`src/lpc_map.svh`:
```
// constants for the low-power clock stop design
`ifndef LPC_MAP_SVH
`define LPC_MAP_SVH
`define LPC_FC_SUP_DATA 3'h5
`define LPC_FC_SUP_PROG 3'h6
`define LPC_IPL_NMI     3'h7
`define LPC_CYC_16      3'h3
`define LPC_CYC_8       3'h4
`define LPC_CNT_ZERO    3'h0
`define LPC_CNT_ONE     3'h1
`define LPC_PC_STEP     24'h000002
`define LPC_WR_BYTE     8'h00
`define LPC_STATUS_RESET 16'h2700
`define LPC_ADDR_ZERO   24'h000000
`define LPC_MASK_HI     10
`define LPC_MASK_LO     8
`endif

```
`src/lpc_pkg.sv`:
```
// state types for both ends
package lpc_pkg;
    typedef enum logic [2:0] {
        LPC_DEV_IDLE  = 3'h0,
        LPC_DEV_WRITE = 3'h1,
        LPC_DEV_OPF   = 3'h2,
        LPC_DEV_IMM   = 3'h3,
        LPC_DEV_HALT  = 3'h4,
        LPC_DEV_RET   = 3'h5
    } lpc_dev_state_t;
    typedef enum logic [2:0] {
        LPC_GL_IDLE    = 3'h0,
        LPC_GL_COUNT   = 3'h1,
        LPC_GL_STOPPED = 3'h2,
        LPC_GL_CLKREQ  = 3'h3,
        LPC_GL_RESTART = 3'h4,
        LPC_GL_RESUME  = 3'h5
    } lpc_gl_state_t;
endpackage : lpc_pkg

```
`src/lpc_bus_if.sv`:
```
// processor bus between the processor end and the clock stop glue
interface lpc_bus_if;
    logic [23:0] address_lines;
    logic [15:0] data_lines;
    logic        data_oe_lo;
    logic        data_oe_hi;
    logic [2:0]  function_code;
    logic        rw;
    logic        bus_strobe;
    logic        cycle_end;
    logic        bus_oe;
    logic        bus_request;
    logic        bus_grant;
    logic [2:0]  interrupt_level_in;
    logic        proc_clk_en;
    logic        bus_width_8;
    modport dev (
        output address_lines, data_lines, data_oe_lo, data_oe_hi,
        output function_code, rw, bus_strobe, cycle_end, bus_oe, bus_grant,
        input  bus_request, interrupt_level_in, proc_clk_en, bus_width_8
    );
    modport glue (
        input  address_lines, data_lines, data_oe_lo, data_oe_hi,
        input  function_code, rw, bus_strobe, cycle_end, bus_oe, bus_grant,
        output bus_request, interrupt_level_in, proc_clk_en, bus_width_8
    );
endinterface : lpc_bus_if

```
`src/lpc_cycle_counter.sv`:
```
// bus cycle counter from the low-power write to the stop operand fetch
`include "lpc_map.svh"
module lpc_cycle_counter
    import lpc_pkg::*;
(
    // clock and reset
    input  wire logic core_clk,
    input  wire logic reset,
    // counting
    input  wire logic start,
    input  wire logic step,
    input  wire logic mode_8bit,
    output wire logic count_last,
    output wire logic count_done
);
    logic [2:0] count_r;
    logic       active_r;
    wire  [2:0] target    = mode_8bit ? `LPC_CYC_8 : `LPC_CYC_16;
    wire  [2:0] count_inc = count_r + `LPC_CNT_ONE;
    wire        at_last   = active_r && (count_inc == target);

    assign count_last = at_last;
    assign count_done = at_last && step;

    always_ff @(posedge core_clk) begin
        if (reset) begin
            count_r  <= `LPC_CNT_ZERO;
            active_r <= 1'b0;
        end else if (start) begin
            count_r  <= `LPC_CNT_ONE;
            active_r <= 1'b1;
        end else if (count_done) begin
            count_r  <= `LPC_CNT_ZERO;
            active_r <= 1'b0;
        end else if (active_r && step) begin
            count_r  <= count_inc;
        end
    end
endmodule : lpc_cycle_counter

```
`src/lpc_glue.sv`:
```
// clock stop glue: detects entry, gates the processor clock, wakes it
`include "lpc_map.svh"
module lpc_glue
    import lpc_pkg::*;
(
    // clock and reset
    input  wire logic        core_clk,
    input  wire logic        reset,
    // processor bus
    lpc_bus_if.glue          bus,
    // configuration
    input  wire logic [23:0] lp_addr,
    input  wire logic        mode_8bit,
    input  wire logic        float_en,
    input  wire logic [2:0]  wake_level,
    // interrupt source
    input  wire logic [2:0]  irq_level,
    // system clock source
    input  wire logic        sysclk_stable,
    output logic             sysclk_run_req,
    // clock and status
    output wire logic        proc_clk,
    output logic             restart,
    output logic             low_power
);
    lpc_gl_state_t state_r;
    lpc_gl_state_t state_nxt;
    logic          gate_en_r;
    logic          bus_req_r;
    logic          bus_req_nxt;
    logic [2:0]    ipl_r;
    logic          width_8_r;
    logic          count_last;
    logic          count_done;
    logic          float_r;

    // clock held off while stopped or waiting for the source
    function automatic logic gate_off_state(input lpc_gl_state_t s);
        return (s == LPC_GL_STOPPED) || (s == LPC_GL_CLKREQ);
    endfunction : gate_off_state

    // source clock wanted from the wake until back in idle
    function automatic logic sysclk_needed(input lpc_gl_state_t s);
        return (s == LPC_GL_CLKREQ) || (s == LPC_GL_RESTART)
               || (s == LPC_GL_RESUME);
    endfunction : sysclk_needed

    // supervisor data write to the chosen address
    wire addr_hit = bus.address_lines == lp_addr;
    wire code_hit = bus.function_code == `LPC_FC_SUP_DATA;
    wire lp_match = bus.bus_strobe && !bus.rw && code_hit && addr_hit;
    // the handler write opens the sequence
    // only idle starts a count; later matches are ignored
    wire cnt_start = (state_r == LPC_GL_IDLE) && lp_match
                     && bus.cycle_end;
    wire wake_hit = ipl_r == wake_level;
    // gate held off only while stopped
    // and while the source clock is still settling
    wire gate_want = !gate_off_state(state_r);

    // count bus cycles from the write
    // target grows by one in 8-bit mode
    lpc_cycle_counter u_count (
        .core_clk   (core_clk),
        .reset      (reset),
        .start      (cnt_start),
        .step       (bus.cycle_end),
        .mode_8bit  (width_8_r),
        .count_last (count_last),
        .count_done (count_done)
    );

    always_comb begin
        state_nxt   = state_r;
        bus_req_nxt = bus_req_r;
        case (state_r)
            LPC_GL_IDLE: begin
                if (cnt_start) begin
                    state_nxt = LPC_GL_COUNT;
                end
            end
            LPC_GL_COUNT: begin
                // request the bus during the operand fetch
                if (count_last && float_r) begin
                    bus_req_nxt = 1'b1;
                end
                // stop once the operand cycle ends
                if (count_done) begin
                    state_nxt = LPC_GL_STOPPED;
                end
            end
            LPC_GL_STOPPED: begin
                // leave only on the chosen level
                if (wake_hit) begin
                    state_nxt = LPC_GL_CLKREQ;
                end
            end
            LPC_GL_CLKREQ: begin
                // clock must be stable before restart
                if (sysclk_stable) begin
                    state_nxt = LPC_GL_RESTART;
                end
            end
            LPC_GL_RESTART: begin
                state_nxt = LPC_GL_RESUME;
            end
            LPC_GL_RESUME: begin
                // release the bus after the restart
                bus_req_nxt = 1'b0;
                state_nxt   = LPC_GL_IDLE;
            end
            default: begin
                state_nxt   = LPC_GL_IDLE;
                bus_req_nxt = 1'b0;
            end
        endcase
    end

    always_ff @(posedge core_clk) begin
        if (reset) begin
            state_r   <= LPC_GL_IDLE;
            bus_req_r <= 1'b0;
        end else begin
            state_r   <= state_nxt;
            bus_req_r <= bus_req_nxt;
        end
    end

    // clock request held until back in idle
    wire run_req_nxt   = sysclk_needed(state_nxt);
    wire restart_nxt   = state_nxt == LPC_GL_RESTART;
    wire low_power_nxt = gate_off_state(state_nxt);

    always_ff @(posedge core_clk) begin
        if (reset) begin
            sysclk_run_req <= 1'b0;
            restart        <= 1'b0;
            low_power      <= 1'b0;
        end else begin
            sysclk_run_req <= run_req_nxt;
            restart        <= restart_nxt;
            low_power      <= low_power_nxt;
        end
    end

    // float choice latched at the write, so a late change
    // cannot raise the request halfway through a fetch
    always_ff @(posedge core_clk) begin
        if (reset) begin
            float_r <= 1'b0;
        end else if (cnt_start) begin
            float_r <= float_en;
        end
    end

    // interrupt level passed on registered
    // one clock of level delay before a wake is seen
    // width select registered every clock, cleared to 16-bit in reset
    always_ff @(posedge core_clk) begin
        if (reset) begin
            ipl_r     <= `LPC_CNT_ZERO;
            width_8_r <= 1'b0;
        end else begin
            ipl_r     <= irq_level;
            width_8_r <= mode_8bit;
        end
    end

    // enable changes only while the clock is low
    // a restart takes effect at the next fall
    // reset is seen on the low phase too, so the gate opens in reset
    always_ff @(negedge core_clk) begin
        if (reset) begin
            gate_en_r <= 1'b1;
        end else begin
            gate_en_r <= gate_want;
        end
    end

    // and with a low-phase enable cannot clip a pulse
    assign proc_clk               = core_clk & gate_en_r;
    assign bus.proc_clk_en        = gate_en_r;
    // request wire only, grant comes back
    assign bus.bus_request        = bus_req_r;
    assign bus.interrupt_level_in = ipl_r;
    assign bus.bus_width_8        = width_8_r;
endmodule : lpc_glue

```
`src/flat_wrapper.sv`:
```
// flat-port wrapper written by rule: the top's interface ports become plain ports
module lpc_glue_flat import lpc_pkg::*;
  (core_clk, reset, lp_addr, mode_8bit, float_en, wake_level, irq_level, sysclk_stable, sysclk_run_req, proc_clk, restart, low_power, bus_address_lines, bus_data_lines, bus_data_oe_lo, bus_data_oe_hi, bus_function_code, bus_rw, bus_bus_strobe, bus_cycle_end, bus_bus_oe, bus_bus_grant, bus_bus_request, bus_interrupt_level_in, bus_proc_clk_en, bus_bus_width_8);
  lpc_bus_if bus_i ();
  input  wire logic core_clk;
  input  wire logic reset;
  input  wire logic [23:0] lp_addr;
  input  wire logic mode_8bit;
  input  wire logic float_en;
  input  wire logic [2:0] wake_level;
  input  wire logic [2:0] irq_level;
  input  wire logic sysclk_stable;
  output logic sysclk_run_req;
  output wire logic proc_clk;
  output logic restart;
  output logic low_power;
  input wire logic [$bits(bus_i.address_lines)-1:0] bus_address_lines;
  input wire logic [$bits(bus_i.data_lines)-1:0] bus_data_lines;
  input wire logic [$bits(bus_i.data_oe_lo)-1:0] bus_data_oe_lo;
  input wire logic [$bits(bus_i.data_oe_hi)-1:0] bus_data_oe_hi;
  input wire logic [$bits(bus_i.function_code)-1:0] bus_function_code;
  input wire logic [$bits(bus_i.rw)-1:0] bus_rw;
  input wire logic [$bits(bus_i.bus_strobe)-1:0] bus_bus_strobe;
  input wire logic [$bits(bus_i.cycle_end)-1:0] bus_cycle_end;
  input wire logic [$bits(bus_i.bus_oe)-1:0] bus_bus_oe;
  input wire logic [$bits(bus_i.bus_grant)-1:0] bus_bus_grant;
  output wire logic [$bits(bus_i.bus_request)-1:0] bus_bus_request;
  output wire logic [$bits(bus_i.interrupt_level_in)-1:0] bus_interrupt_level_in;
  output wire logic [$bits(bus_i.proc_clk_en)-1:0] bus_proc_clk_en;
  output wire logic [$bits(bus_i.bus_width_8)-1:0] bus_bus_width_8;
  assign bus_i.address_lines = bus_address_lines;
  assign bus_i.data_lines = bus_data_lines;
  assign bus_i.data_oe_lo = bus_data_oe_lo;
  assign bus_i.data_oe_hi = bus_data_oe_hi;
  assign bus_i.function_code = bus_function_code;
  assign bus_i.rw = bus_rw;
  assign bus_i.bus_strobe = bus_bus_strobe;
  assign bus_i.cycle_end = bus_cycle_end;
  assign bus_i.bus_oe = bus_bus_oe;
  assign bus_i.bus_grant = bus_bus_grant;
  assign bus_bus_request = bus_i.bus_request;
  assign bus_interrupt_level_in = bus_i.interrupt_level_in;
  assign bus_proc_clk_en = bus_i.proc_clk_en;
  assign bus_bus_width_8 = bus_i.bus_width_8;
  lpc_glue u_core (.core_clk(core_clk), .reset(reset), .bus(bus_i), .lp_addr(lp_addr), .mode_8bit(mode_8bit), .float_en(float_en), .wake_level(wake_level), .irq_level(irq_level), .sysclk_stable(sysclk_stable), .sysclk_run_req(sysclk_run_req), .proc_clk(proc_clk), .restart(restart), .low_power(low_power));
endmodule
```
`config.mk`:
```
export PLATFORM = sky130hd
export DESIGN_NAME = lpc_glue_flat
export DESIGN_NICKNAME = d
export VERILOG_FILES = /design/src/lpc_pkg.sv /design/src/lpc_bus_if.sv /design/src/lpc_cycle_counter.sv /design/src/lpc_glue.sv /design/src/flat_wrapper.sv
export VERILOG_INCLUDE_DIRS = /design/src
export SDC_FILE = /design/constraint.sdc
export NUM_CORES = 1
export LEC_CHECK = 0
export ABC_AREA = 1
export BUFFER_PORTS_ARGS = -buffer_cell sky130_fd_sc_hd__buf_4
export CORE_MARGIN = 2
export CORE_UTILIZATION = 46
export DETAILED_ROUTE_END_ITERATION = 7
export PLACE_DENSITY = 0.85
export SYNTH_ARGS = -nofsm -noshare
export SYNTH_HDL_FRONTEND = slang
export SYNTH_SLANG_ARGS = --single-unit
```
`constraint.sdc`:
```
create_clock -name core_clk -period 3.9 [get_ports core_clk]
set_input_delay 0.39 -clock core_clk [delete_from_list [all_inputs] [get_ports core_clk]]
set_output_delay 0.39 -clock core_clk [all_outputs]
set_load 0.01 [all_outputs]
```
# ---- Yosys cells after proc, flatten, opt, wreduce, memory -nomap -nowiden
# Cells that the tools add are included.
dict set report word_totals {
  out_inout_bits 10
  latchBits 0
  romBits 0
  n_memories 0
  input_bits 85
  register_bits 17
  ram_bits 0
}
dict set report classes {
  n_div 0
  n_eq_ne 13
  n_bitwise 2
  n_reduce_logical 21
  n_shift 0
  add_sub_neg 1
  order_cmp 0
  multipliers 0
  n_mux 13
}
# cell n
set ops {}
lappend ops {{equality test 24 bit} 1}
lappend ops {{two-way mux 3 bit} 5}
lappend ops {{case mux 3 bit (5 select lines)} 1}
lappend ops {{equality test 3 x 2 -> 1 bit, second input constant} 4}
lappend ops {{equality test 3 bit, second input constant} 4}
lappend ops {{logical AND 1 bit} 9}
lappend ops {{equality test 3 bit} 2}
lappend ops {{two-way mux 1 bit} 6}
lappend ops {{logical OR 1 bit} 4}
lappend ops {{OR reduction 4 bit} 1}
lappend ops {{adder 3 x 1 -> 3 bit, second input constant} 1}
lappend ops {{equality test 3 x 1 -> 1 bit, second input constant} 1}
lappend ops {{logical NOT 3 bit} 1}
lappend ops {{nonzero test 3 bit} 1}
lappend ops {{OR reduction 3 bit} 1}
lappend ops {{logical NOT 1 bit} 2}
lappend ops {{inequality test 2 x 1 -> 1 bit, second input constant} 1}
lappend ops {{case mux 1 bit (2 select lines)} 1}
lappend ops {{AND reduction 2 bit} 1}
lappend ops {{nonzero test 2 bit} 1}
lappend ops {{bitwise AND 1 bit} 1}
lappend ops {{inverter 1 bit} 1}

# ---- Logic depth before layout (Yosys ltp)
dict set report logic_depth {
  word_depth 11
  ltp_mapped 12
  mapped_depth_nobuf 12
}

# ---- Cells and area by module
# A second synthesis with hierarchy kept.
dict set report hier_totals {
  hier_cells 299
  hier_area_um2 1560.2
}
# mod instances cells_per_inst area_per_inst_um2 seq_area_each_um2
set modules_own_cells {}
lappend modules_own_cells {lpc_glue 1 256 1273.7 260.2}
lappend modules_own_cells {lpc_cycle_counter 1 43 286.5 80.1}

==> flow_metrics.env <==
export IMPL_synth_edff_count=0
export IMPL_post_route_drc_count=0
export IMPL_post_cts_setup_buffers=0
export IMPL_num_rows=20
export IMPL_finalSetupViolCount=0
export IMPL_hpwl_microns=3120
export IMPL_grt_overflow=0
export IMPL_yosysTopAreaCell="nand2_1"
export IMPL_peakVddDrop_mv=0.232
export IMPL_slowest_stage="dfxtp_1"
export IMPL_synth_cells=283
export IMPL_cp_start_kind="register"
export IMPL_grt_pass1_vias=1592
export IMPL_port_buffers=74
export IMPL_die_area_sq_um=3790
export IMPL_grt_max_degree=13
export IMPL_status="complete, no violations"
export IMPL_synth_distinct_cells=25
export IMPL_yosys_area_top_type_share_pct=22.9
export IMPL_avgViaCountPerCell=4.41
export IMPL_pin_count=95
export IMPL_grt_use_total_pct=20.4
export IMPL_cts_tree="built"
export IMPL_power_density_nw_per_um2=219
export IMPL_syn_to_final_growth_pct=43.0
export IMPL_grt_pass1_wl_microns=5930
export IMPL_dieWidth_microns=61.6
export IMPL_cp_end_kind="primary output"
export IMPL_path_cells="nand2_1 > inv_1 > buf_4"
export IMPL_criticalPathCategory="reg -> out"
export IMPL_seq_area_frac_synth_pct=22.3
export IMPL_syn_area_per_cell_sq_um=5.39
export IMPL_hold_viol=0
export IMPL_switchingPower_mw=0.141
export IMPL_cts_clk_slew_worst_paths_ps=90
export IMPL_first_pass_iters=4
export IMPL_final_core_util_pct=70.2
export IMPL_synth_area_top_cells="nand2_1 23%, dfxtp_1 22%, inv_1 17%, nor2_1 9.1%, xnor2_1 5.2%"
export IMPL_leakage_nw=1.31
export IMPL_vias=1794
export IMPL_slew_headroom_pct=84.2
export IMPL_layout_nets=450
export IMPL_drtIter0Drc=97
export IMPL_yosys_top_cells_count="93 x nand2_1, 71 x inv_1, 37 x nor2_1"
export IMPL_hold_class="in -> reg"
export IMPL_cts_resized=0
export IMPL_swShare_pct=29.5
export IMPL_wl_per_cell_microns=8.84
export IMPL_final_setup_tns_ps=0
export IMPL_synthArstFlopShare_pct=0
export IMPL_synth_nets=369
export IMPL_synth_flop_cell="dfxtp_1"
export IMPL_postRouteAntennaNets=0
export IMPL_ys_ff_latch=17
export IMPL_pwr_share_comb_pct=27.8
export IMPL_maxCapViolations=0
export IMPL_initial_core_util_pct=49.1
export IMPL_yosys_cell_count_top_type="nand2_1"
export IMPL_worst_pin_slew_ps=236
export IMPL_internal_power_mw=0.337
export IMPL_drt_wl_total_microns=3600
export IMPL_routabilityCongestion=0.823
export IMPL_antenna_cells=0
export IMPL_seqPwrFrac_pct=37.0
export IMPL_required_ps=3510
export IMPL_antenna_found_initial=0
export IMPL_core_sq_um=3100
export IMPL_synth_cell_area_sq_um=1520
export IMPL_ctsHoldBuffers=0
export IMPL_rsz0062_at_grt="no"
export IMPL_cp_max_fo=2
export IMPL_skew_ps=64.4
export IMPL_yosys_warnings=0
export IMPL_die_h_microns=61.6
export IMPL_clk_latency_ps=460
export IMPL_drive_above_1_share_pct=25.6
export IMPL_cpPeakStageDelay_ps=320
export IMPL_cp_arrival_ps=2990
export IMPL_finalMaxSlewViolations=0
export IMPL_power_share_clock_pct=35.2
through the flow:
| step | hold slack, ps | instances | area (sq um) | worst slack, ps | power [mW] |
|---|---|---|---|---|---|
| floorplan | 455 | 283 | 1520 | 1070 | 0.262 |
| global placement | 463 | 400 | 2130 | 1030 | 0.344 |
| detailed placement | 473 | 400 | 2130 | 1030 | 0.346 |
| CTS | 179 | 407 | 2180 | 478 | 0.487 |
| global route | 176 | 407 | 2180 | 423 | 0.516 |
| finish | 187 | 407 | 2180 | 521 | 0.478 |
power groups by stage:
stage | Sequential (mW) | Combinational (mW) | Clock (mW)
final | 0.177 | 0.133 | 0.168
after global routing | 0.177 | 0.151 | 0.187
after CTS | 0.177 | 0.134 | 0.176
after detailed placement | 0.181 | 0.133 | 0.0324
after global placement | 0.181 | 0.131 | 0.0324
after floorplan | 0.182 | 0.0620 | 0.0177
final cells by class:
cell class	count	area, sq um
fill	305	923
multi-input combinational	191	902
timing repair buffer	73	548
sequential	17	340
inverter	72	270
tap	44	55.1
clock buffer	7	52.6
clock inverter	3	11.3
layout by cell type (no fill, tap or decap):
cell type / count
nor3_1: 1
nor2_1: 37
clkbuf_4: 6
nand2_4: 1
a21oi_1: 2
dfxtp_1: 17
inv_2: 3
a41oi_1: 1
nand3b_1: 2
nor2_2: 5
o21ai_1: 1
o21ai_0: 2
a31oi_1: 3
xor2_1: 4
and2_1: 3
nand2_2: 2
nand2_1: 93
xnor2_1: 9
buf_4: 74
inv_1: 72
ha_1: 1
nand4_1: 7
nand3_1: 13
nand3_2: 1
and3_1: 2
nor3_2: 1
registers in the layout, summed over array words and instances (netlist names):
signal and count:
u_core.restart 1, u_core.bus.bus_request 1, u_core.state_r 3, u_core.bus.interrupt_level_in 3, u_core.bus.bus_width_8 1, u_core.float_r 1
u_core.u_count.active_r 1, u_core.u_count.count_r 3, u_core.bus.proc_clk_en 1, u_core.sysclk_run_req 1, u_core.low_power 1
worst paths after layout:
| kind | depth (start not counted) | slack [ps] | from | to |
|---|---|---|---|---|
| worst max register to register | 2 | 1350 | u_core.state_r[2]$_SDFF_PP0_ | u_core.bus.proc_clk_en$_SDFF_NP1_ |
| worst max-delay path | 3 | 520 | u_core.bus.proc_clk_en$_SDFF_NP1_ | proc_clk |
| worst min register to register | 2 | 490 | u_core.float_r$_SDFFE_PP0P_ | u_core.float_r$_SDFFE_PP0P_ |
| worst min-delay path | 3 | 190 | irq_level[1] | u_core.bus.interrupt_level_in[1]$_SDFF_PP0_ |
worst max-delay path, delay by kind of cell (launching register included):
| kind | cells | cell delay [ps] |
|---|---|---|
| simple gates | 1 | 70 |
| flops | 1 | 320 |
| buf+inv | 2 | 180 |
per-layer routing:
layer / wire [microns] / vias up / global-route usage (%) / part of all wire (%)
met1: 1640 / 754 / 24.9 / 46
met2: 1740 / 45 / 36.1 / 48
li1: - / 991 / - / -
met4: 40 / 0 / 5.17 / 1.1
met5: 0 / - / 0 / 0
met3: 173 / 4 / 4.83 / 4.8
cell families after synthesis:
logic type	count (synthesis)	share of synthesized area [%]
compound gates	9	3.45
xor+xnor	13	7.47
fa+ha+maj	1	0.821
buf+inv	75	18.5
flops	17	22.3
simple gates	168	47.5
(Power assumes the default switching activity.)
